`src/hw/usb_rx_params.svh`:
```
// offsets, field positions, reset values and timing counts of the receive control block
//
// Operation
// - endpoint registers clear on any reset
// - sixteen endpoint receive registers, ids 0-15
// - status-out set: data-carrying OUT gets STALL
// - status-out clear: OUT of any length
// - non-iso toggle inverts on ACK of match
// - control endpoint SETUP clears the toggle
// - iso toggle swaps buffer after each correct packet
// - state: ignore, STALL, NAK, receive
// - correct OUT/SETUP sets state to NAK
// - iso endpoints keep state after success
// - route by endpoint number field match
// - config one resets 0Fh, low nibble ones
// - oe bit gates upstream output enable pin
// - detector disable is set-only, device reset clears
// - detector resets device only when enabled
// - 333.33 ns pulse ten bits before SOF
// - pulse after two SOFs, stops on suspend
// - frame pulse enable gates output, resets zero
// - mirror A reads back bit-reversed
// - mirror B reads back bit-reversed, independent
// - correct transfer flag set by hardware, cleared by software
`ifndef USB_RX_PARAMS_SVH
`define USB_RX_PARAMS_SVH

// ****************************************
// register indexes, byte address = {page, index} * 4
// ****************************************
`define EP_PAGE_LO 8'h04
`define EP_PAGE_HI 8'h05
`define EP_RX_IDX_FIRST 8'hf1
`define EP_RX_IDX_STEP 8'h02
`define CFG_PAGE 8'h3c
`define DEV_CFG1_IDX 8'hf4
`define DEV_CFG2_IDX 8'hf5
`define MIRROR_A_IDX 8'hf6
`define MIRROR_B_IDX 8'hf7
`define OWN_PAGE 8'h00
`define CTR_FLAG_IDX 8'h00
`define CEP_MASK_IDX 8'h01
`define ISO_MASK_IDX 8'h02
`define USB_CTRL_IDX 8'h03

// ****************************************
// fields and reset values
// ****************************************
`define EPR_STATUS_OUT 7
`define EPR_TOGGLE 6
`define EPR_STATE_HI 5
`define EPR_STATE_LO 4
`define EP_RX_RESET 8'h00
`define CFG1_RESET 8'h0f
`define CFG1_FIXED_ONES 8'h0f
`define CFG1_OE_BIT 5
`define CFG2_LVD_BIT 1
`define CFG2_SOF_BIT 0
`define CTRL_FORCE_BIT 0
`define CTRL_SUSP_BIT 6
`define CTRL_FORCE_RESET 1'b1

// receive states and handshake answers
`define RXS_DISABLED 2'h0
`define RXS_STALL 2'h1
`define RXS_NAK 2'h2
`define RXS_VALID 2'h3
`define HS_NONE 2'h0
`define HS_STALL 2'h1
`define HS_NAK 2'h2
`define HS_ACK 2'h3

// ****************************************
// timing
// ****************************************
`define CLK_MHZ 40
`define FRAME_NS 1000000
`define FRAME_PULSE_PS 333330
`define USB_BIT_PS 83333
`define SOF_LEAD_BITS 10
`define FRAME_CYC ((`FRAME_NS * `CLK_MHZ) / 1000)
`define PULSE_CYC ((`FRAME_PULSE_PS * `CLK_MHZ + 999999) / 1000000)
`define LEAD_CYC ((`SOF_LEAD_BITS * `USB_BIT_PS * `CLK_MHZ) / 1000000)

`endif

```
`src/hw/usb_rx_pkg.sv`:
```
// types shared by the receive control block
package usb_rx_pkg;
	typedef logic [1:0] hs_t;
	typedef logic [3:0] ep_num_t;
	typedef logic [7:0] reg8_t;
endpackage : usb_rx_pkg

```
`src/hw/usb_endpoint_rx_control.sv`:
```
// receive control registers of sixteen endpoints and device configuration, AHB-Lite slave
`timescale 1ns/1ps
`default_nettype none
`include "usb_rx_params.svh"
module usb_endpoint_rx_control #(
	parameter int NUM_EP = 16,
	parameter int FRAME_CYC = `FRAME_CYC
) (
	input wire logic CORE_CLK,
	input wire logic RST,
	input wire logic CE,
	input wire logic HSEL,
	input wire logic [31:0] HADDR,
	input wire logic [1:0] HTRANS,
	input wire logic HWRITE,
	input wire logic [2:0] HSIZE,
	input wire logic [31:0] HWDATA,
	input wire logic HREADY,
	output logic [31:0] HRDATA,
	output logic HREADYOUT,
	output logic HRESP,
	input wire logic USB_BUS_RESET,
	input wire logic USB_RESUME,
	input wire logic SOF_RECEIVED,
	input wire logic TIMER_SUSPEND_FLAG,
	input wire logic RX_REQ,
	input wire usb_rx_pkg::ep_num_t RX_EP_NUM,
	input wire logic RX_SETUP,
	input wire logic RX_DATA_PID,
	input wire logic RX_ZERO_LEN,
	input wire logic RX_CRC_OK,
	output logic RX_ANS_VALID,
	output usb_rx_pkg::hs_t RX_ANS_CODE,
	output logic RX_ANS_HIT,
	output usb_rx_pkg::ep_num_t RX_ANS_SLOT,
	output logic RX_ANS_BUF_SEL,
	input wire logic USB_OE_INTERNAL,
	output logic UPSTREAM_OUTPUT_ENABLE_PIN,
	output logic UPSTREAM_OUTPUT_ENABLE_PIN_OE,
	output logic FRAME_START_PULSE_OUT,
	output logic FRAME_START_PULSE_OUT_OE,
	input wire logic LOW_VOLTAGE_DETECTOR,
	output logic DEVICE_RESET_REQ
);
	import usb_rx_pkg::*;

	localparam int FR_LEAD = `LEAD_CYC;
	localparam int FR_PULSE = `PULSE_CYC;

	// ****************************************
	// bus address and data phase
	// ****************************************
	logic wr_pend_ff;
	logic rd_pend_ff;
	logic [15:0] addr_ff;
	logic hready_ff;
	logic [31:0] hrdata_ff;
	logic take_addr;
	logic addr_ok;

	assign take_addr = HSEL && HTRANS[1] && HREADY;
	// anything above the page and index bits must be zero
	assign addr_ok = (HADDR[31:18] == 14'h0) && (HADDR[1:0] == 2'h0);

	always_ff @(posedge CORE_CLK or posedge RST) begin
		if (RST) begin
			wr_pend_ff <= 1'b0;
			rd_pend_ff <= 1'b0;
			addr_ff <= 16'h0;
			hready_ff <= 1'b1;
		end else if (CE) begin
			wr_pend_ff <= take_addr && HWRITE && addr_ok;
			if (take_addr && !HWRITE) begin
				// one wait state so a read sees the previous write
				rd_pend_ff <= 1'b1;
				hready_ff <= 1'b0;
			end else begin
				rd_pend_ff <= 1'b0;
				hready_ff <= 1'b1;
			end
			if (take_addr) begin
				addr_ff <= addr_ok ? HADDR[17:2] : 16'hffff;
			end
		end
	end

	// ****************************************
	// address decode
	// ****************************************
	logic [7:0] a_page;
	logic [7:0] a_idx;
	logic ep_sel;
	logic [3:0] ep_addr;
	logic sel_cfg1;
	logic sel_cfg2;
	logic sel_mir_a;
	logic sel_mir_b;
	logic sel_ctr;
	logic sel_cep;
	logic sel_iso;
	logic sel_ctrl;

	assign a_page = addr_ff[15:8];
	assign a_idx = addr_ff[7:0];
	assign ep_sel = (a_page == `EP_PAGE_LO || a_page == `EP_PAGE_HI)
		&& a_idx >= `EP_RX_IDX_FIRST && a_idx[0];
	assign ep_addr = {a_page == `EP_PAGE_HI, a_idx[3:1]};
	assign sel_cfg1 = a_page == `CFG_PAGE && a_idx == `DEV_CFG1_IDX;
	assign sel_cfg2 = a_page == `CFG_PAGE && a_idx == `DEV_CFG2_IDX;
	assign sel_mir_a = a_page == `CFG_PAGE && a_idx == `MIRROR_A_IDX;
	assign sel_mir_b = a_page == `CFG_PAGE && a_idx == `MIRROR_B_IDX;
	assign sel_ctr = a_page == `OWN_PAGE && a_idx == `CTR_FLAG_IDX;
	assign sel_cep = a_page == `OWN_PAGE && a_idx == `CEP_MASK_IDX;
	assign sel_iso = a_page == `OWN_PAGE && a_idx == `ISO_MASK_IDX;
	assign sel_ctrl = a_page == `OWN_PAGE && a_idx == `USB_CTRL_IDX;

	// ****************************************
	// configuration, control and mirror registers
	// ****************************************
	logic oe_en_ff;
	logic lvd_dis_ff;
	logic sof_en_ff;
	logic force_rst_ff;
	reg8_t mir_a_ff;
	reg8_t mir_b_ff;
	logic [NUM_EP-1:0] cep_ff;
	logic [NUM_EP-1:0] iso_ff;
	logic usb_clr;

	assign usb_clr = USB_BUS_RESET || force_rst_ff;

	always_ff @(posedge CORE_CLK or posedge RST) begin
		if (RST) begin
			oe_en_ff <= 1'b0;
			sof_en_ff <= 1'b0;
			lvd_dis_ff <= 1'b0;
			force_rst_ff <= `CTRL_FORCE_RESET;
		end else if (CE) begin
			if (wr_pend_ff && sel_cfg1) begin
				oe_en_ff <= HWDATA[`CFG1_OE_BIT];
			end
			if (wr_pend_ff && sel_cfg2) begin
				sof_en_ff <= HWDATA[`CFG2_SOF_BIT];
				// only a device reset takes the disable back
				if (HWDATA[`CFG2_LVD_BIT]) begin
					lvd_dis_ff <= 1'b1;
				end
			end
			if (wr_pend_ff && sel_ctrl) begin
				force_rst_ff <= HWDATA[`CTRL_FORCE_BIT];
			end
		end
	end

	always_ff @(posedge CORE_CLK or posedge RST) begin
		if (RST) begin
			cep_ff <= '0;
			iso_ff <= '0;
		end else if (CE) begin
			if (wr_pend_ff && sel_cep) begin
				cep_ff <= HWDATA[NUM_EP-1:0];
			end
			if (wr_pend_ff && sel_iso) begin
				iso_ff <= HWDATA[NUM_EP-1:0];
			end
		end
	end

	// mirror content is undefined after reset, so no reset term
	always_ff @(posedge CORE_CLK) begin
		if (CE && wr_pend_ff && sel_mir_a) begin
			mir_a_ff <= HWDATA[7:0];
		end
		if (CE && wr_pend_ff && sel_mir_b) begin
			mir_b_ff <= HWDATA[7:0];
		end
	end

	// ****************************************
	// endpoint slots and routing
	// ****************************************
	reg8_t slot_q [NUM_EP];
	hs_t slot_ans [NUM_EP];
	logic [NUM_EP-1:0] slot_hit;
	logic [NUM_EP-1:0] slot_done;
	logic [NUM_EP-1:0] slot_take;
	logic [NUM_EP-1:0] ctr_ff;
	logic found;
	ep_num_t found_idx;

	// lowest numbered slot whose field matches takes the transaction
	always_comb begin
		found = 1'b0;
		found_idx = '0;
		for (int i = NUM_EP - 1; i >= 0; i--) begin
			if (slot_hit[i]) begin
				found = 1'b1;
				found_idx = ep_num_t'(i);
			end
		end
	end

	generate
		for (genvar g = 0; g < NUM_EP; g++) begin : g_slot
			assign slot_take[g] = RX_REQ && found && found_idx == ep_num_t'(g);
			endpoint_rx_slot u_slot (
				.clk(CORE_CLK),
				.rst(RST),
				.ce(CE),
				.usb_clr(usb_clr),
				.wr_en(wr_pend_ff && ep_sel && ep_addr == ep_num_t'(g)),
				.wr_data(HWDATA[7:0]),
				.take(slot_take[g]),
				.req_ep(RX_EP_NUM),
				.req_setup(RX_SETUP),
				.req_pid(RX_DATA_PID),
				.req_zero(RX_ZERO_LEN),
				.req_crc_ok(RX_CRC_OK),
				.cep(cep_ff[g]),
				.iso(iso_ff[g]),
				.ctr(ctr_ff[g]),
				.reg_q(slot_q[g]),
				.hit(slot_hit[g]),
				.answer(slot_ans[g]),
				.done(slot_done[g])
			);
			// flag survives usb reset; hardware set wins over software clear
			always_ff @(posedge CORE_CLK or posedge RST) begin
				if (RST) begin
					ctr_ff[g] <= 1'b0;
				end else if (CE) begin
					if (slot_take[g] && slot_done[g]) begin
						ctr_ff[g] <= 1'b1;
					end else if (wr_pend_ff && sel_ctr && HWDATA[g]) begin
						ctr_ff[g] <= 1'b0;
					end
				end
			end
		end
	endgenerate

	// ****************************************
	// transaction answer
	// ****************************************
	always_ff @(posedge CORE_CLK or posedge RST) begin
		if (RST) begin
			RX_ANS_VALID <= 1'b0;
			RX_ANS_CODE <= `HS_NONE;
			RX_ANS_HIT <= 1'b0;
			RX_ANS_SLOT <= '0;
			RX_ANS_BUF_SEL <= 1'b0;
		end else if (CE) begin
			RX_ANS_VALID <= RX_REQ;
			if (RX_REQ) begin
				RX_ANS_HIT <= found;
				RX_ANS_SLOT <= found_idx;
				RX_ANS_CODE <= found ? slot_ans[found_idx] : `HS_NONE;
				// buffer in use for the packet just taken
				RX_ANS_BUF_SEL <= slot_q[found_idx][`EPR_TOGGLE];
			end
		end
	end

	// ****************************************
	// pins: upstream enable, frame pulse, detector
	// ****************************************
	logic frame_pulse;
	logic lvd_s1_ff;
	logic lvd_s2_ff;

	frame_pulse_gen #(
		.FRAME_CYC(FRAME_CYC),
		.LEAD_CYC(FR_LEAD),
		.PULSE_CYC(FR_PULSE)
	) u_frame (
		.clk(CORE_CLK),
		.rst(RST),
		.ce(CE),
		.relock(usb_clr || USB_RESUME),
		.sof_seen(SOF_RECEIVED),
		.suspend(TIMER_SUSPEND_FLAG),
		.pulse(frame_pulse)
	);

	always_ff @(posedge CORE_CLK or posedge RST) begin
		if (RST) begin
			lvd_s1_ff <= 1'b0;
			lvd_s2_ff <= 1'b0;
		end else if (CE) begin
			lvd_s1_ff <= LOW_VOLTAGE_DETECTOR;
			lvd_s2_ff <= lvd_s1_ff;
		end
	end

	always_ff @(posedge CORE_CLK or posedge RST) begin
		if (RST) begin
			UPSTREAM_OUTPUT_ENABLE_PIN <= 1'b0;
			UPSTREAM_OUTPUT_ENABLE_PIN_OE <= 1'b0;
			FRAME_START_PULSE_OUT <= 1'b0;
			FRAME_START_PULSE_OUT_OE <= 1'b0;
			DEVICE_RESET_REQ <= 1'b0;
		end else if (CE) begin
			UPSTREAM_OUTPUT_ENABLE_PIN <= oe_en_ff && USB_OE_INTERNAL;
			UPSTREAM_OUTPUT_ENABLE_PIN_OE <= oe_en_ff;
			FRAME_START_PULSE_OUT <= sof_en_ff && frame_pulse;
			FRAME_START_PULSE_OUT_OE <= sof_en_ff;
			DEVICE_RESET_REQ <= lvd_s2_ff && !lvd_dis_ff;
		end
	end

	// ****************************************
	// read data
	// ****************************************
	reg8_t ep_rd;
	reg8_t cfg1_rd;

	assign ep_rd = slot_q[ep_addr];
	assign cfg1_rd = `CFG1_FIXED_ONES | (8'(oe_en_ff) << `CFG1_OE_BIT);

	always_ff @(posedge CORE_CLK or posedge RST) begin
		if (RST) begin
			hrdata_ff <= 32'h0;
		end else if (CE) begin
			if (rd_pend_ff) begin
				if (ep_sel) begin
					hrdata_ff <= {24'h0, ep_rd};
				end else if (sel_cfg1) begin
					hrdata_ff <= {24'h0, cfg1_rd};
				end else if (sel_cfg2) begin
					hrdata_ff <= {30'h0, lvd_dis_ff, sof_en_ff};
				end else if (sel_mir_a) begin
					hrdata_ff <= {24'h0, reg8_t'({<<{mir_a_ff}})};
				end else if (sel_mir_b) begin
					hrdata_ff <= {24'h0, reg8_t'({<<{mir_b_ff}})};
				end else if (sel_ctr) begin
					hrdata_ff <= 32'(ctr_ff);
				end else if (sel_cep) begin
					hrdata_ff <= 32'(cep_ff);
				end else if (sel_iso) begin
					hrdata_ff <= 32'(iso_ff);
				end else if (sel_ctrl) begin
					hrdata_ff <= {25'h0, TIMER_SUSPEND_FLAG, 5'h0, force_rst_ff};
				end else begin
					hrdata_ff <= 32'h0;
				end
			end
		end
	end

	assign HRDATA = hrdata_ff;
	assign HREADYOUT = hready_ff;
	assign HRESP = 1'b0;
endmodule : usb_endpoint_rx_control
`default_nettype wire

```
`src/hw/endpoint_rx_slot.sv`:
```
// one endpoint receive control register with its transaction decision
`timescale 1ns/1ps
`default_nettype none
`include "usb_rx_params.svh"
module endpoint_rx_slot
	import usb_rx_pkg::*;
(
	input wire logic clk,
	input wire logic rst,
	input wire logic ce,
	input wire logic usb_clr,
	input wire logic wr_en,
	input wire usb_rx_pkg::reg8_t wr_data,
	input wire logic take,
	input wire usb_rx_pkg::ep_num_t req_ep,
	input wire logic req_setup,
	input wire logic req_pid,
	input wire logic req_zero,
	input wire logic req_crc_ok,
	input wire logic cep,
	input wire logic iso,
	input wire logic ctr,
	output usb_rx_pkg::reg8_t reg_q,
	output logic hit,
	output usb_rx_pkg::hs_t answer,
	output logic done
);
	import usb_rx_pkg::*;

	reg8_t epr_ff;
	reg8_t nxt_epr;
	logic [1:0] st;
	logic tog;

	assign reg_q = epr_ff;
	assign st = epr_ff[`EPR_STATE_HI:`EPR_STATE_LO];
	assign tog = epr_ff[`EPR_TOGGLE];
	assign hit = (epr_ff[3:0] == req_ep);

	always_comb begin
		answer = `HS_NONE;
		done = 1'b0;
		nxt_epr = epr_ff;
		if (req_setup) begin
			// nak-state control endpoint stays silent on setup
			if (cep && req_crc_ok && (st == `RXS_VALID || st == `RXS_STALL)) begin
				answer = `HS_ACK;
				done = 1'b1;
				nxt_epr[`EPR_TOGGLE] = 1'b1; // cleared, then data0 acked
				nxt_epr[`EPR_STATE_HI:`EPR_STATE_LO] = `RXS_NAK;
			end
		end else if (iso) begin
			if (st == `RXS_VALID && req_crc_ok) begin
				done = 1'b1;
				nxt_epr[`EPR_TOGGLE] = ~tog;
			end
		end else begin
			case (st)
				`RXS_DISABLED: answer = `HS_NONE;
				`RXS_STALL: answer = `HS_STALL;
				`RXS_NAK: answer = `HS_NAK;
				default: begin
					if (ctr) begin
						answer = `HS_NAK;
					end else if (epr_ff[`EPR_STATUS_OUT] && !req_zero) begin
						answer = `HS_STALL;
					end else if (!req_crc_ok) begin
						answer = `HS_NONE;
					end else if (req_pid == tog) begin
						answer = `HS_ACK;
						done = 1'b1;
						nxt_epr[`EPR_TOGGLE] = ~tog;
						nxt_epr[`EPR_STATE_HI:`EPR_STATE_LO] = `RXS_NAK;
					end else begin
						// repeated packet: acknowledge, keep nothing
						answer = `HS_ACK;
					end
				end
			endcase
		end
	end

	always_ff @(posedge clk or posedge rst) begin
		if (rst) begin
			epr_ff <= `EP_RX_RESET;
		end else if (ce) begin
			if (usb_clr) begin
				epr_ff <= `EP_RX_RESET;
			end else if (take) begin
				epr_ff <= nxt_epr;
			end else if (wr_en) begin
				epr_ff <= wr_data;
			end
		end
	end
endmodule : endpoint_rx_slot
`default_nettype wire

```
`src/hw/frame_pulse_gen.sv`:
```
// frame timer lock and start-of-frame lead pulse
`timescale 1ns/1ps
`default_nettype none
`include "usb_rx_params.svh"
module frame_pulse_gen #(
	parameter int FRAME_CYC = 40000,
	parameter int LEAD_CYC = 33,
	parameter int PULSE_CYC = 14
) (
	input wire logic clk,
	input wire logic rst,
	input wire logic ce,
	input wire logic relock,
	input wire logic sof_seen,
	input wire logic suspend,
	output logic pulse
);
	localparam int CW = $clog2(FRAME_CYC + 1);
	localparam logic [CW-1:0] FIRE_AT = CW'(FRAME_CYC - LEAD_CYC);
	localparam logic [CW-1:0] FRAME_MAX = CW'(FRAME_CYC);
	localparam logic [4:0] PULSE_LEN = 5'(PULSE_CYC);

	logic [CW-1:0] cnt_ff;
	logic [1:0] sofs_ff;
	logic [4:0] width_ff;
	logic locked;

	assign locked = (sofs_ff == 2'h2);

	// ****************************************
	// lock on the second SOF, drop on reset, resume or suspend
	// ****************************************
	always_ff @(posedge clk or posedge rst) begin
		if (rst) begin
			sofs_ff <= 2'h0;
		end else if (ce) begin
			if (relock || suspend) begin
				sofs_ff <= 2'h0;
			end else if (sof_seen && !locked) begin
				sofs_ff <= sofs_ff + 2'h1;
			end
		end
	end

	always_ff @(posedge clk or posedge rst) begin
		if (rst) begin
			cnt_ff <= '0;
		end else if (ce) begin
			if (sof_seen) begin
				cnt_ff <= '0;
			end else if (cnt_ff != FRAME_MAX) begin
				cnt_ff <= cnt_ff + CW'(1);
			end
		end
	end

	always_ff @(posedge clk or posedge rst) begin
		if (rst) begin
			width_ff <= 5'h0;
		end else if (ce) begin
			if (suspend || !locked) begin
				width_ff <= 5'h0;
			end else if (cnt_ff == FIRE_AT && !sof_seen) begin
				width_ff <= PULSE_LEN;
			end else if (width_ff != 5'h0) begin
				width_ff <= width_ff - 5'h1;
			end
		end
	end

	assign pulse = (width_ff != 5'h0);
endmodule : frame_pulse_gen
`default_nettype wire

```
`config.mk`:
```
export PLATFORM = sky130hd
export DESIGN_NAME = usb_endpoint_rx_control
export DESIGN_NICKNAME = d
export VERILOG_FILES = /design/src/hw/usb_rx_pkg.sv /design/src/hw/usb_endpoint_rx_control.sv /design/src/hw/endpoint_rx_slot.sv /design/src/hw/frame_pulse_gen.sv
export VERILOG_INCLUDE_DIRS = /design/src /design/src/hw
export SDC_FILE = /design/constraint.sdc
export NUM_CORES = 1
export LEC_CHECK = 0
export BUFFER_PORTS_ARGS = -buffer_cell sky130_fd_sc_hd__clkbuf_2
export CORE_MARGIN = 10
export CORE_UTILIZATION = 55
export DETAILED_ROUTE_END_ITERATION = 10
export GPL_TIMING_DRIVEN = 0
export PLACE_DENSITY = 0.8
export SYNTH_ARGS = -nofsm -noshare
export SYNTH_HDL_FRONTEND = slang
export SYNTH_SLANG_ARGS = --single-unit
```
`constraint.sdc`:
```
create_clock -name CORE_CLK -period 8 [get_ports CORE_CLK]
set_clock_uncertainty 0.2 [all_clocks]
set_input_delay 0.4 -clock CORE_CLK [delete_from_list [all_inputs] [get_ports CORE_CLK]]
set_output_delay 0.4 -clock CORE_CLK [all_outputs]
set_load 0.05 [all_outputs]
```
Word-level counts from Yosys, hierarchy flattened
Index checks and enable logic that the tools add are counted.
{"block": "classes", "n_mux": 542, "multipliers": 0, "bitwise_logic": 18, "magnitude_cmp": 3, "eq_ne": 347, "add_sub_neg": 3, "n_div": 0, "n_shift": 0, "reduce_logical": 352}
{"cell": "$ne 5x5->1 const B", "count": 96}
{"cell": "$ne 4x4->1 const B", "count": 112}
{"cell": "$mux 8", "count": 50}
{"cell": "$mux 3", "count": 112}
{"cell": "$reduce_and 9->1", "count": 32}
{"cell": "$mux 1", "count": 226}
{"cell": "$mux 2", "count": 102}
{"cell": "$mux 16", "count": 11}
{"cell": "$logic_and 1x1->1", "count": 160}
{"cell": "$pmux 2 s3", "count": 16}
{"cell": "$reduce_bool 2->1", "count": 34}
{"cell": "$eq 2x2->1 const B", "count": 33}
{"cell": "$bmux 8 s4", "count": 2}
{"cell": "$eq 4x4->1", "count": 16}
{"cell": "$eq 4x4->1 const B", "count": 16}
{"cell": "$mux 4", "count": 16}
{"cell": "$reduce_and 2->1", "count": 27}
{"cell": "$reduce_and 3->1", "count": 17}
{"cell": "$reduce_bool 3->1", "count": 17}
{"cell": "$reduce_or 3->1", "count": 16}
{"cell": "$logic_not 2->1", "count": 17}
{"cell": "$eq 2x1->1 const B", "count": 16}
{"cell": "$eq 4x3->1 const B", "count": 8}
{"cell": "$eq 8x8->1 const B", "count": 4}
{"cell": "other kinds (26)", "count": 109}
{"block": "totals", "mem_count": 0, "out_inout_bits": 48, "ramBits": 0, "input_bits": 90, "regBits": 286, "latchBits": 0, "wordCells": 1357, "romBits": 0}

Logic depth before layout (Yosys ltp)
Gate-level depths: netlist of the first run.
{"block": "depth", "ltp_word": 22, "mapped_depth": 14, "depth_no_buf": 9}

By module
Synthesis of the first run repeated with hierarchy kept, for this count alone.
{"block": "unflattened", "cells_unflattened": 1799, "hier_area_um2": 17892.2}
{"module": "endpoint_rx_slot at g_slot[0].u_slot ...", "cells_per_inst": 62, "area_per_inst_um2": 581.8, "n_inst": 15}
{"module": "usb_endpoint_rx_control", "cells_per_inst": 644, "area_per_inst_um2": 7145.6, "n_inst": 1}
{"module": "frame_pulse_gen", "cells_per_inst": 156, "area_per_inst_um2": 1390.1, "n_inst": 1}
{"module": "endpoint_rx_slot at g_slot[3].u_slot", "cells_per_inst": 69, "area_per_inst_um2": 629.4, "n_inst": 1}

Worst setup path after synthesis of the first run
No wires, ideal clock.
{"block": "synth_timing", "kind": "in2reg", "startpoint": "input RX_EP_NUM[0]", "endpoint": "register g_slot[5].u_slot.epr_ff[4]", "slack_ps": 4813, "t_arrival_ps": 2862, "n_path_buf": 3, "path_stages": 12, "t_required_ps": 7675, "path_cell_list": "buf_6 -> buf_6 -> xor2_1 -> nor4_4 -> o2111ai_1 -> a21o_1 -> o21a_1 -> buf_6 -> nor3_4 -> o21ai_1 -> a31oi_1 -> mux2_2"}
{"block": "synth_via", "elab_chain_cells": 21, "word_cells_on_any_way": 62, "classes_between": "eq/ne (24); mux (34); reduce/logical (4)"}
{"item": "start, declared", "line_no": "usb_endpoint_rx_control.sv:27", "source": "input wire usb_rx_pkg::ep_num_t RX_EP_NUM,"}
{"item": "$eq 4x4->1", "line_no": "endpoint_rx_slot.sv:38", "source": "assign hit = (epr_ff[3:0] == req_ep);"}
{"item": "$mux 4 / $mux 1 (equally long branches) (16 in series)", "line_no": "usb_endpoint_rx_control.sv:196", "source": "if (slot_hit[i]) begin"}
{"item": "$eq 4x3->1 / $logic_and 1x1->1 (equally long branches)", "line_no": "usb_endpoint_rx_control.sv:205", "source": "assign slot_take[g] = RX_REQ && found && found_idx == ep_num_t'(g);"}
{"item": "$logic_and 1x1->1 *", "line_no": "usb_endpoint_rx_control.sv:205"}
{"item": "$ne 4x4->1 (no source line) (tied with other cells)"}
{"item": "$reduce_and 9->1 (no source line) / $mux 8 (equally long branches)"}
{"item": "end signal, assigned", "line_no": "endpoint_rx_slot.sv:85", "source": "epr_ff <= `EP_RX_RESET;"}
{"item": "end signal, assigned", "line_no": "endpoint_rx_slot.sv:88", "source": "epr_ff <= `EP_RX_RESET;"}
{"item": "end signal, assigned", "line_no": "endpoint_rx_slot.sv:90", "source": "epr_ff <= nxt_epr;"}
{"item": "end, declared", "line_no": "endpoint_rx_slot.sv:30", "source": "reg8_t epr_ff;"}
Every way passes the cells marked *; elsewhere a longest branch is shown, timed or not. The select of a mux whose other input is x is not followed.
A chain may end at the register's enable or synchronous reset.

Worst setup path in the final report of the first run
{"block": "layout_timing", "startpoint": "register addr_ff[15]", "endpoint": "register ctr_ff[12]"}
{"block": "layout_via", "elab_chain_cells": 6}
{"item": "start, declared", "line_no": "usb_endpoint_rx_control.sv:55", "source": "logic [15:0] addr_ff;"}
{"item": "start signal, assigned", "line_no": "usb_endpoint_rx_control.sv:82", "source": "addr_ff <= addr_ok ? HADDR[17:2] : 16'hffff;"}
{"item": "$logic_not 8->1 (no source line)"}
{"item": "$logic_and 1x1->1 (no source line)"}
{"item": "$logic_and 1x1->1 (2 in series)", "line_no": "usb_endpoint_rx_control.sv:234", "source": "end else if (wr_pend_ff && sel_ctr && HWDATA[g]) begin"}
{"item": "$reduce_bool 2->1 (no source line)"}
{"item": "$reduce_and 2->1 (no source line)"}
{"item": "end signal, assigned by index", "line_no": "usb_endpoint_rx_control.sv:230", "source": "ctr_ff[g] <= 1'b0;"}
{"item": "end signal, assigned by index", "line_no": "usb_endpoint_rx_control.sv:233", "source": "ctr_ff[g] <= 1'b1;"}
{"item": "end signal, assigned by index", "line_no": "usb_endpoint_rx_control.sv:235", "source": "ctr_ff[g] <= 1'b0;"}
{"item": "end, declared", "line_no": "usb_endpoint_rx_control.sv:187", "source": "logic [NUM_EP-1:0] ctr_ff;"}
Every way passes these cells.

==> results.py, run 1 <==
metrics = {
    "grt": {
        "grt_pass1_vias": 16600,
        "gr-max-usage-layer": "met2",
        "grt_usage_pct": 38.08,
        "grtUsageMet3_pct": 13.74,
        "grt_max_degree": 104,
        "grtUsageMet1_pct": 48.04,
        "use_met2_pct": 55.16,
        "overflow": 0,
        "grt_pass1_wl_mm": 109.2,
        "antenna_found_initial": 2,
    },
    "sta": {
        "hold_viol_final": 0,
        "slew_violations": 0,
        "period_minus_slack_ns": 5.687,
        "fmax_ghz": 0.1758,
        "finalSetupViolCount": 0,
        "worst_slew_pin_slew_ns": 1.414,
        "rsz0062_at_grt": "false",
        "fin_crit_sh_pct": 71.09,
        "tns_ns": 0,
        "slew-limit-headroom_pct": 5.353,
    },
    "power": {
        "combPwrFrac_pct": 19.4,
        "switching_share_pct": 31.69,
        "p_per_area_nw_per_um2": 197.7,
        "p_leak_nw": 8.244,
        "switchingPower_w": 0.001222,
        "seqPwrFrac_pct": 39.5,
        "max-vdd-ir-drop_mv": 0.1742,
        "clkPwrFrac_pct": 41.1,
        "internal_power_w": 0.002634,
    },
    "synthesis": {
        "yosysSeqAreaShare_pct": 40.42,
        "synth-edff-count": 16,
        "avgSynthCellArea_um2": 9.431,
        "synth_area_leaders": "dfrtp_1, mux4_2, nand2_1",
        "syn_area_um2": 16920,
        "synth-seq-cells": 270,
        "yosysTopAreaCellShare_pct": 37.27,
        "ys_warn_count": 0,
        "ys_types": 90,
        "yosysTopAreaCell": "dfrtp_1",
        "postSynthCellCount": 1794,
        "synthArstFlopShare_pct": 94.07,
        "ys.flop_type": "dfrtp_1",
    },
    "worst_setup_path": {
        "endpoint_kind": "flop",
        "crit_path_max_incr_delay_ns": 1.24,
        "path_cells": "nor2_1 > nor4b_1 > nand4_1 > or3_1 > clkbuf_1 > nor2_1 > clkbuf_1 > nand2_1 > nand2_1 > o31ai_1",
        "cp-start-kind": "flop",
        "critical-path-slowest-cell": "nor2_1",
        "worstPathRequired_ns": 8.24,
        "ff2ff_setup_slack_ns": 2.31,
        "critPathArrivalTime_ns": 5.93,
        "path_max_fanout": 10,
        "criticalPathCategory": "flop to flop",
    },
    "routing": {
        "drc": 0,
        "drt_first_pass_iters": 6,
        "drt_iter0_drc": 2288,
        "post_drt_wl_per_cell_um": 31.41,
        "num_vias": 16810,
        "final_antenna_net_count": 0,
        "vias_per_cell": 7.015,
        "wl_mm": 75.26,
    },
    "clock_tree": {
        "path_clk_slew_ns": 0.06,
        "cts-root-buf": "clkbuf_16",
        "ctsResizeCount": 0,
        "cts_htree_levels": 1,
        "insertion_delay_ns": 0.60,
        "cts_made_buffers": 30,
        "numClockSinks": 270,
        "max-clock-path-buffers": 3,
        "cts_tree": "yes",
    },
    "final_layout": {
        "layout_commonest_cell": "dfrtp_1",
        "nNetsFinal": 2070,
        "layout.cells.most_common_list": "dfrtp_1, nand2_1, o21ai_0",
        "area_delta_synth_final_pct": 15.29,
        "seqCellArea_um2": 6839,
        "multiInputGateArea_um2": 9269,
        "drive_gt1_share_pct": 15.71,
        "fillers": 2467,
        "final_cell_count_no_fill": 2396,
    },
    "run_status": {
        "status": "completed",
    },
    "die": {
        "initial_core_util_pct": 55.46,
        "core-area_um2": 30510,
        "std_cell_rows": 64,
        "die_area_um2": 38180,
        "fp.dieH_um": 195.4,
        "boundaryPins": 138,
        "die_w_um": 195.4,
    },
    "run": {
        "max-cap-violations": 0,
    },
    "min_path": {
        "hold_class": "primary input to flop",
    },
    "placed_design": {
        "place_inst": 2304,
        "hpwl_mm": 54.42,
        "portBuffers": 94,
        "place_congestion": 1.075,
    },
}
-- path summary, 6_finish.rpt --
kind / from / end / cells past startpoint
min: SOF_RECEIVED / u_frame.cnt_ff[4]$_DFFE_PP0P_ / 3
max in group asynchronous: RST / cep_ff[15]$_DFFE_PP0P_ / 5
min in group asynchronous: RST / g_slot[4].u_slot.reg_q[3]$_DFFE_PP0P_ / 3
max reg2reg: addr_ff[15]$_DFFE_PP0P_ / ctr_ff[12]$_DFFE_PP0P_ / 10
max: addr_ff[15]$_DFFE_PP0P_ / ctr_ff[12]$_DFFE_PP0P_ / 10
min reg2reg: HRDATA[8]$_DFFE_PP0P_ / HRDATA[8]$_DFFE_PP0P_ / 2
-- cell families (layout without fill, tap and decap cells) --
kind of cell	after synthesis	count (layout)	synth area share (%)
xor gates and xnor gates	88	88	4.555
other	1	18	0.02216
muxes	112	112	10.17
AOI/OAI and AO/OA	512	512	20.68
and+or+nand+nor	622	622	18.57
buffers and inverters	184	373	5.213
DFF	270	270	40.42
adders and majority gates	5	5	0.3697
-- metal layers --
layer  up-vias  part of all wire, %
met5         -                 0.16
met4         4                  6.9
met3       309                   15
met2      1379                   41
met1      8120                   37
li1       6995                    -
-- Yosys cell counts, types with 17 or more instances --
cell type / instances
dfrtp_1: 252
nand2_1: 245
o21ai_0: 160
nor2_1: 95
clkbuf_1: 76
a21oi_1: 68
nand3_1: 64
inv_1: 51
xnor2_1: 45
mux4_2: 44
xor2_1: 43
mux2_2: 36
nor2b_1: 33
a22o_1: 32
nand4_1: 31
mux2i_1: 29
nor3_1: 29
a31oi_1: 28
o2bb2ai_1: 24
o31ai_1: 23
buf_4: 22
o22a_1: 19
nand2b_1: 18
buf_1: 17
-- metrics by stage --
step | total power (W) | cell area (um2) | util [%] | worst slack (ns) | hold WS, ns
2_1_floorplan | 0.001975 | 16980 | - | 0.4183 | 0.2380
3_3_place_gp | 0.002228 | 17950 | 58.82 | -2.510 | 0.2597
3_5_place_dp | 0.002243 | 18040 | 59.13 | 2.862 | 0.2626
4_1_cts | 0.003813 | 19510 | 63.93 | 2.842 | 0.01285
5_1_grt | 0.003933 | 19510 | 63.93 | 2.255 | 0.04959
6_report | 0.003856 | 19510 | 63.94 | 2.313 | 0.02914
-- power groups by stage --
stage	registers, W	logic, W	clock network (W)
6_report	0.00152	0.000749	0.00158
5_1_grt	0.00153	0.000774	0.00163
4_1_cts	0.00152	0.000720	0.00158
3_5_place_dp	0.00154	0.000703	0
3_3_place_gp	0.00154	0.000689	0
2_1_floorplan	0.00156	0.000418	0
-- critical path: cells and delay by family, from the launching register on --
kind            cells  cell delay, ns
compound gates      1            0.08
buf+inv             2            1.42
flops               1            0.38
simple gates        7            3.43
-- registers in the layout, summed over array words and instances (netlist names), 2 cells and up --
signal	cells
u_frame.sofs_ff	2
addr_ff	16
mir_b_ff	8
ctr_ff	16
u_frame.width_ff	5
RX_ANS_SLOT	4
cep_ff	16
HRDATA	16
g_slot.u_slot.reg_q	128
iso_ff	16
mir_a_ff	8
u_frame.cnt_ff	16
RX_ANS_CODE	2
-- timing repair --
item | CTS | global route
hold buffers | 35 | 0
hold endpoints to repair | 123 | 0
setup buffers | 0 | 0
-- cell type report --
class	instances	area share, %
Antenna cell	1	0.01283
Clock buffer	35	4.047
Clock inverter	21	1.661
Inverter	53	1.058
Buffer	131	3.502
Tap cell	396	2.540
Timing Repair Buffer	133	4.605
Sequential cell	270	35.06
Multi-Input combinational cell	1356	47.51
(Power assumes the default switching activity.)
==> run 2, diff against run 1 <==
==> constraint.sdc (replaced) <==
create_clock -name CORE_CLK -period 5.19 [get_ports CORE_CLK]
set_clock_uncertainty 0.2 [all_clocks]
set_input_delay 0.2595 -clock CORE_CLK [delete_from_list [all_inputs] [get_ports CORE_CLK]]
set_output_delay 0.2595 -clock CORE_CLK [all_outputs]
set_load 0.05 [all_outputs]
==> run 2 against run 1 <==
Clock power increased by 35%; setup slack got worse by 2.1 ns; cell count increased by 0.29%; count of clock-buffer cells in the layout increased by 12; non-clock buffer count increased by 10; largest cell class unchanged; largest power group is now registers.
==> results.py, run 2 (synthesized netlist as in run 1, its figures left out) <==
metrics = {
    "clock_tree": {
        "insertion_delay_ns": 0.61,
        "cts-root-buf": "clkbuf_16",
        "numClockSinks": 270,
        "cts_setup_buffers": 0,
        "cts_htree_levels": 1,
        "max-clock-path-buffers": 3,
        "path_clk_slew_ns": 0.06,
        "cts_tree": "yes",
        "cts_made_buffers": 30,
    },
    "placed_design": {
        "dp_slack_ns": 0.2941,
        "portBuffers": 94,
        "place_congestion": 1.080,
        "place_inst": 2308,
        "hpwl_mm": 54.03,
    },
    "grt": {
        "grt_pass1_wl_mm": 109.4,
        "grt_usage_pct": 37.93,
        "grt_pass1_vias": 16680,
        "overflow": 0,
        "antenna_found_initial": 0,
        "grt_max_degree": 42,
    },
    "die": {
        "core-area_um2": 30510,
        "initial_core_util_pct": 55.46,
        "die_area_um2": 38180,
        "die_w_um": 195.4,
        "boundaryPins": 138,
        "fp.dieH_um": 195.4,
        "std_cell_rows": 64,
    },
    "sta": {
        "slew-limit-headroom_pct": 12.34,
        "worst_slew_pin_slew_ns": 1.315,
        "fmax_ghz": 0.2027,
        "hold_viol_final": 0,
        "finalSetupViolCount": 0,
        "period_minus_slack_ns": 4.933,
        "fin_crit_sh_pct": 95.05,
        "slew_violations": 0,
        "timing.final.ws_setup_ns": 0.2567,
        "rsz0062_at_grt": "false",
    },
    "routing": {
        "post_drt_wl_per_cell_um": 31.03,
        "drc": 0,
        "vias_per_cell": 7.047,
        "drt_first_pass_iters": 7,
        "wl_mm": 74.56,
        "final_antenna_net_count": 0,
        "num_vias": 16930,
        "drt_iter0_drc": 2544,
    },
    "power": {
        "p_per_area_nw_per_um2": 289.8,
        "max-vdd-ir-drop_mv": 0.2720,
        "p_leak_nw": 8.225,
    },
    "run": {
        "max-cap-violations": 0,
    },
    "worst_setup_path": {
        "ff2ff_setup_slack_ns": 0.26,
        "criticalPathCategory": "flop to flop",
        "endpoint_kind": "flop",
        "path_max_fanout": 10,
        "cp-start-kind": "flop",
        "worstPathRequired_ns": 5.46,
        "critPathArrivalTime_ns": 5.21,
    },
    "min_path": {
        "hold_class": "primary input to flop",
    },
    "final_layout": {
        "layout.cells.most_common_list": "dfrtp_1, nand2_1, o21ai_0",
        "antennaDiodeCount": 0,
        "area_delta_synth_final_pct": 15.11,
        "layout_commonest_cell": "dfrtp_1",
        "nNetsFinal": 2080,
        "drive_gt1_share_pct": 15.55,
        "fillers": 2486,
        "largest_reg_flops": 128,
        "final_cell_count_no_fill": 2403,
        "fin_util_pct": 63.84,
    },
    "run_status": {
        "status": "completed",
    },
}
-- run 2: power breakdown --
group | internal [W] | switching (W) | total [W]
registers | 0.00222 | 0.000119 | 0.00234
logic | 0.000367 | 0.000798 | 0.00117
clock network | 0.00120 | 0.000939 | 0.00214
-- run 2: per-stage QoR --
stage | hold WS [ns] | TNS (ns) | power, W | instance area, um2
3_5_place_dp | 0.2630 | 0 | 0.003454 | 18100
5_1_grt | 0.1064 | 0 | 0.005760 | 19480
3_3_place_gp | 0.2593 | -39.88 | 0.003429 | 17950
4_1_cts | 0.05102 | 0 | 0.005579 | 19470
6_report | 0.06898 | 0 | 0.005644 | 19480
2_1_floorplan | 0.1584 | 0 | 0.003046 | 16980
-- run 2: critical path, stage by stage (launching register included) --
cell      delay [ns]
dfrtp_1         0.37
nor2_1          0.17
nor4b_1         0.64
nand4_1         0.43
or3_1           0.42
clkbuf_1        0.45
nor2_2          0.87
clkbuf_1        0.91
nand2_1         0.12
a22o_1          0.21
-- run 2: what timing repair did --
item                       CTS  global route
setup endpoints to repair    0            10
hold buffers                41             0
resized for setup            0             1
hold endpoints to repair   123             0
-- run 2: path summary, 6_finish.rpt --
kind	cells after the start	end	startpoint
max in group asynchronous	5	HREADYOUT$_DFFE_PP1P_	RST
min	4	addr_ff[4]$_DFFE_PP0P_	HADDR[27]
min in group asynchronous	3	g_slot[3].u_slot.reg_q[5]$_DFFE_PP0P_	RST
max	9	ctr_ff[14]$_DFFE_PP0P_	addr_ff[15]$_DFFE_PP0P_
min reg2reg	2	HRDATA[15]$_DFFE_PP0P_	HRDATA[15]$_DFFE_PP0P_
max reg2reg	9	ctr_ff[14]$_DFFE_PP0P_	addr_ff[15]$_DFFE_PP0P_
-- run 2: final cells by class --
type	instances	area, um2	share of cell area [%]
sequential	270	6839	35.11
timing repair buffer	143	1023	5.255
clock inverter	7	87.58	0.4497
clock buffer	47	874.6	4.490
tap	396	495.5	2.544
inverter	53	202.7	1.041
buffer	131	683.2	3.507
multi-input combinational	1356	9271	47.60
-- run 2: per-layer routing --
metal	wire, um	global-route usage (%)	vias up	share of wire [%]
met4	4237	19.03	0	5.7
met2	32240	56.58	1340	43
li1	-	-	7020	-
met1	27690	48.42	8292	37
met3	10380	12.57	282	14
met5	0	0	-	0
==> run 3, diff against run 2 <==
--- a/config.mk
+++ b/config.mk
@@ -7,8 +7,10 @@
 export NUM_CORES = 1
 export LEC_CHECK = 0
 export BUFFER_PORTS_ARGS = -buffer_cell sky130_fd_sc_hd__clkbuf_2
+export CELL_PAD_IN_SITES_DETAIL_PLACEMENT = 1
+export CELL_PAD_IN_SITES_GLOBAL_PLACEMENT = 2
 export CORE_MARGIN = 10
-export CORE_UTILIZATION = 55
+export CORE_UTILIZATION = 35
 export DETAILED_ROUTE_END_ITERATION = 10
 export GPL_TIMING_DRIVEN = 0
 export PLACE_DENSITY = 0.8
==> run 3 against run 2 <==
Global-route usage fell by 9.3 points; wire length rose by 11%; register-to-register slack improved by 0.14 ns; first-iteration DRC count fell by 32%; critical path depth rose by 1; cell count rose by 9.6%; critical endpoint is now g_slot[8].u_slot.reg_q[0]$_DFFE_PP0P_; utilization fell by 22 points; setup slack improved by 0.14 ns; sequential cell count did not move; design area rose by 3.0%.
==> results.py, run 3 (synthesized netlist as in run 1, its figures left out) <==
metrics = {
    "final_layout": {
        "fillers": 5380,
        "area_delta_synth_final_pct": 18.61,
        "antennaDiodeCount": 0,
        "seqCellArea_um2": 6839,
        "layout.cells.most_common_list": "dfrtp_1, nand2_1, o21ai_0",
        "nNetsFinal": 2086,
        "postLayoutCellArea_um2": 20070,
        "largest_reg_flops": 128,
        "drive_gt1_share_pct": 16.44,
        "layout_commonest_cell": "dfrtp_1",
        "multiInputGateArea_um2": 9271,
    },
    "routing": {
        "vias_per_cell": 6.308,
        "wl_mm": 82.73,
        "drt_iter0_drc": 1719,
        "num_vias": 16620,
        "drc": 0,
        "drt_first_pass_iters": 6,
        "final_antenna_net_count": 0,
        "post_drt_wl_per_cell_um": 31.41,
    },
    "die": {
        "die_w_um": 239.9,
        "initial_core_util_pct": 35.44,
        "std_cell_rows": 80,
        "fp.dieH_um": 239.9,
        "die_area_um2": 57540,
        "core-area_um2": 47750,
        "boundaryPins": 138,
    },
    "sta": {
        "worst_slew_pin_slew_ns": 1.416,
        "slew-limit-headroom_pct": 5.602,
        "finalSetupViolCount": 0,
        "slew_violations": 0,
        "rsz0062_at_grt": "false",
        "fmax_ghz": 0.2086,
        "period_minus_slack_ns": 4.793,
        "holdWs_ns": 0.08988,
        "hold_viol_final": 0,
        "fin_crit_sh_pct": 92.36,
        "tns_ns": 0,
    },
    "worst_setup_path": {
        "path_max_fanout": 10,
        "path_cells": "nor2_1 > nor4b_1 > and3_1 > clkbuf_1 > nand2_1 > nor3_1 > o311ai_1 > nand2_1 > nand2_1 > a22o_1",
        "criticalPathCategory": "flop to flop",
        "worstPathRequired_ns": 5.42,
        "crit_buf_inv": 1,
        "critical-path-slowest-cell": "nor3_1",
        "crit_path_max_incr_delay_ns": 0.87,
        "endpoint_kind": "flop",
        "cp-start-kind": "flop",
        "path_delay_family": "simple AND/OR/NAND/NOR gates",
        "critPathArrivalTime_ns": 5.03,
        "cpMostUsedCell": "nand2_1",
    },
    "placed_design": {
        "place_congestion": 1.058,
        "hpwl_mm": 61.42,
        "portBuffers": 94,
        "placed_area_um2": 18400,
    },
    "grt": {
        "antenna_found_initial": 5,
        "grt_max_degree": 43,
        "grt_pass1_vias": 17120,
        "grt_usage_pct": 28.63,
        "overflow": 0,
        "grt_pass1_wl_mm": 120.4,
    },
    "run": {
        "max-cap-violations": 0,
    },
    "power": {
        "switchingPower_w": 0.002004,
        "switching_share_pct": 32.06,
        "p_per_area_nw_per_um2": 311.4,
        "combPwrFrac_pct": 18.6,
        "seqPwrFrac_pct": 37.8,
        "internal_power_w": 0.004246,
        "max-vdd-ir-drop_mv": 0.2733,
        "clkPwrFrac_pct": 43.7,
        "p_leak_nw": 8.393,
    },
    "clock_tree": {
        "cts_made_buffers": 36,
        "cts_htree_levels": 2,
        "max-clock-path-buffers": 3,
        "path_clk_slew_ns": 0.06,
        "cts-root-buf": "clkbuf_16",
        "numClockSinks": 270,
        "insertion_delay_ns": 0.57,
        "cts_tree": "yes",
    },
    "run_status": {
        "status": "completed",
    },
    "min_path": {
        "hold_class": "primary input to flop",
    },
}
## run 3: cell types whose count changed in the layout (fill, tap and decap cells not counted), sizes merged
| cell | delta |
|---|---|
| inv | +3 |
| clkinv | +4 |
| bufinv | +4 |
| dlygate4sd3 | -1 |
| clkbuf | +1 |
| buf | +1 |
## run 3: per-layer routing
layer	global-route usage, %	wire [um]	part of all wire (%)
met1	36.85	34240	41
met2	44.15	36820	45
met3	6.240	6956	8.4
met4	15.59	4693	5.7
met5	0	27	0.033
## run 3: power by group through the flow
| stage | registers [W] | logic (W) | clock network, W |
|---|---|---|---|
| 2_1_floorplan | 0.00240 | 0.000644 | 0 |
| 3_3_place_gp | 0.00239 | 0.00108 | 0 |
| 3_5_place_dp | 0.00239 | 0.00111 | 0 |
| 4_1_cts | 0.00235 | 0.00114 | 0.00276 |
| 5_1_grt | 0.00237 | 0.00122 | 0.00284 |
| 6_report | 0.00236 | 0.00116 | 0.00273 |
## run 3: cell type report
cell class,count,share of cell area [%]
Clock buffer,48,5.168
Clock inverter,18,1.153
Tap cell,615,3.834
Sequential cell,270,34.08
Timing Repair Buffer,143,5.150
Multi-Input combinational cell,1356,46.20
Inverter,53,1.010
Buffer,131,3.410
## run 3: what timing repair did
| action | 4_1_cts | 5_1_grt |
|---|---|---|
| resized for setup | 1 | 3 |
| setup endpoints to repair | 6 | 10 |
| buffers inserted | 0 | 0 |
| endpoints found under the hold margin | 98 | 0 |
| hold buffers | 40 | 0 |
## run 3: path summary, 6_finish.rpt
kind / startpoint / endpoint / slack [ns] / depth (start not counted)
max in group asynchronous: RST / u_frame.cnt_ff[3]$_DFFE_PP0P_ / 3.53 / 6
min in group asynchronous: RST / g_slot[13].u_slot.reg_q[3]$_DFFE_PP0P_ / 0.16 / 3
max: addr_ff[15]$_DFFE_PP0P_ / g_slot[8].u_slot.reg_q[0]$_DFFE_PP0P_ / 0.40 / 10
max reg2reg: addr_ff[15]$_DFFE_PP0P_ / g_slot[8].u_slot.reg_q[0]$_DFFE_PP0P_ / 0.40 / 10
min: RX_REQ / RX_ANS_BUF_SEL$_DFFE_PP0P_ / 0.09 / 3
min reg2reg: HRDATA[12]$_DFFE_PP0P_ / HRDATA[12]$_DFFE_PP0P_ / 0.27 / 2
## run 3: worst min-delay path, cell delays in order
cell	delay, ns
clkbuf_1	0.27
a21oi_1	0.23
a21oi_1	0.05
## run 3: per-stage QoR
stage	setup slack [ns]	utilization (%)	power, W	instances
2_1_floorplan	1.388	-	0.003046	1810
3_3_place_gp	-0.4810	38.17	0.003469	2519
3_5_place_dp	-0.02326	38.53	0.003499	2528
4_1_cts	0.2451	42.03	0.006247	2634
5_1_grt	0.2396	42.03	0.006430	2634
6_report	0.3966	42.03	0.006250	2634
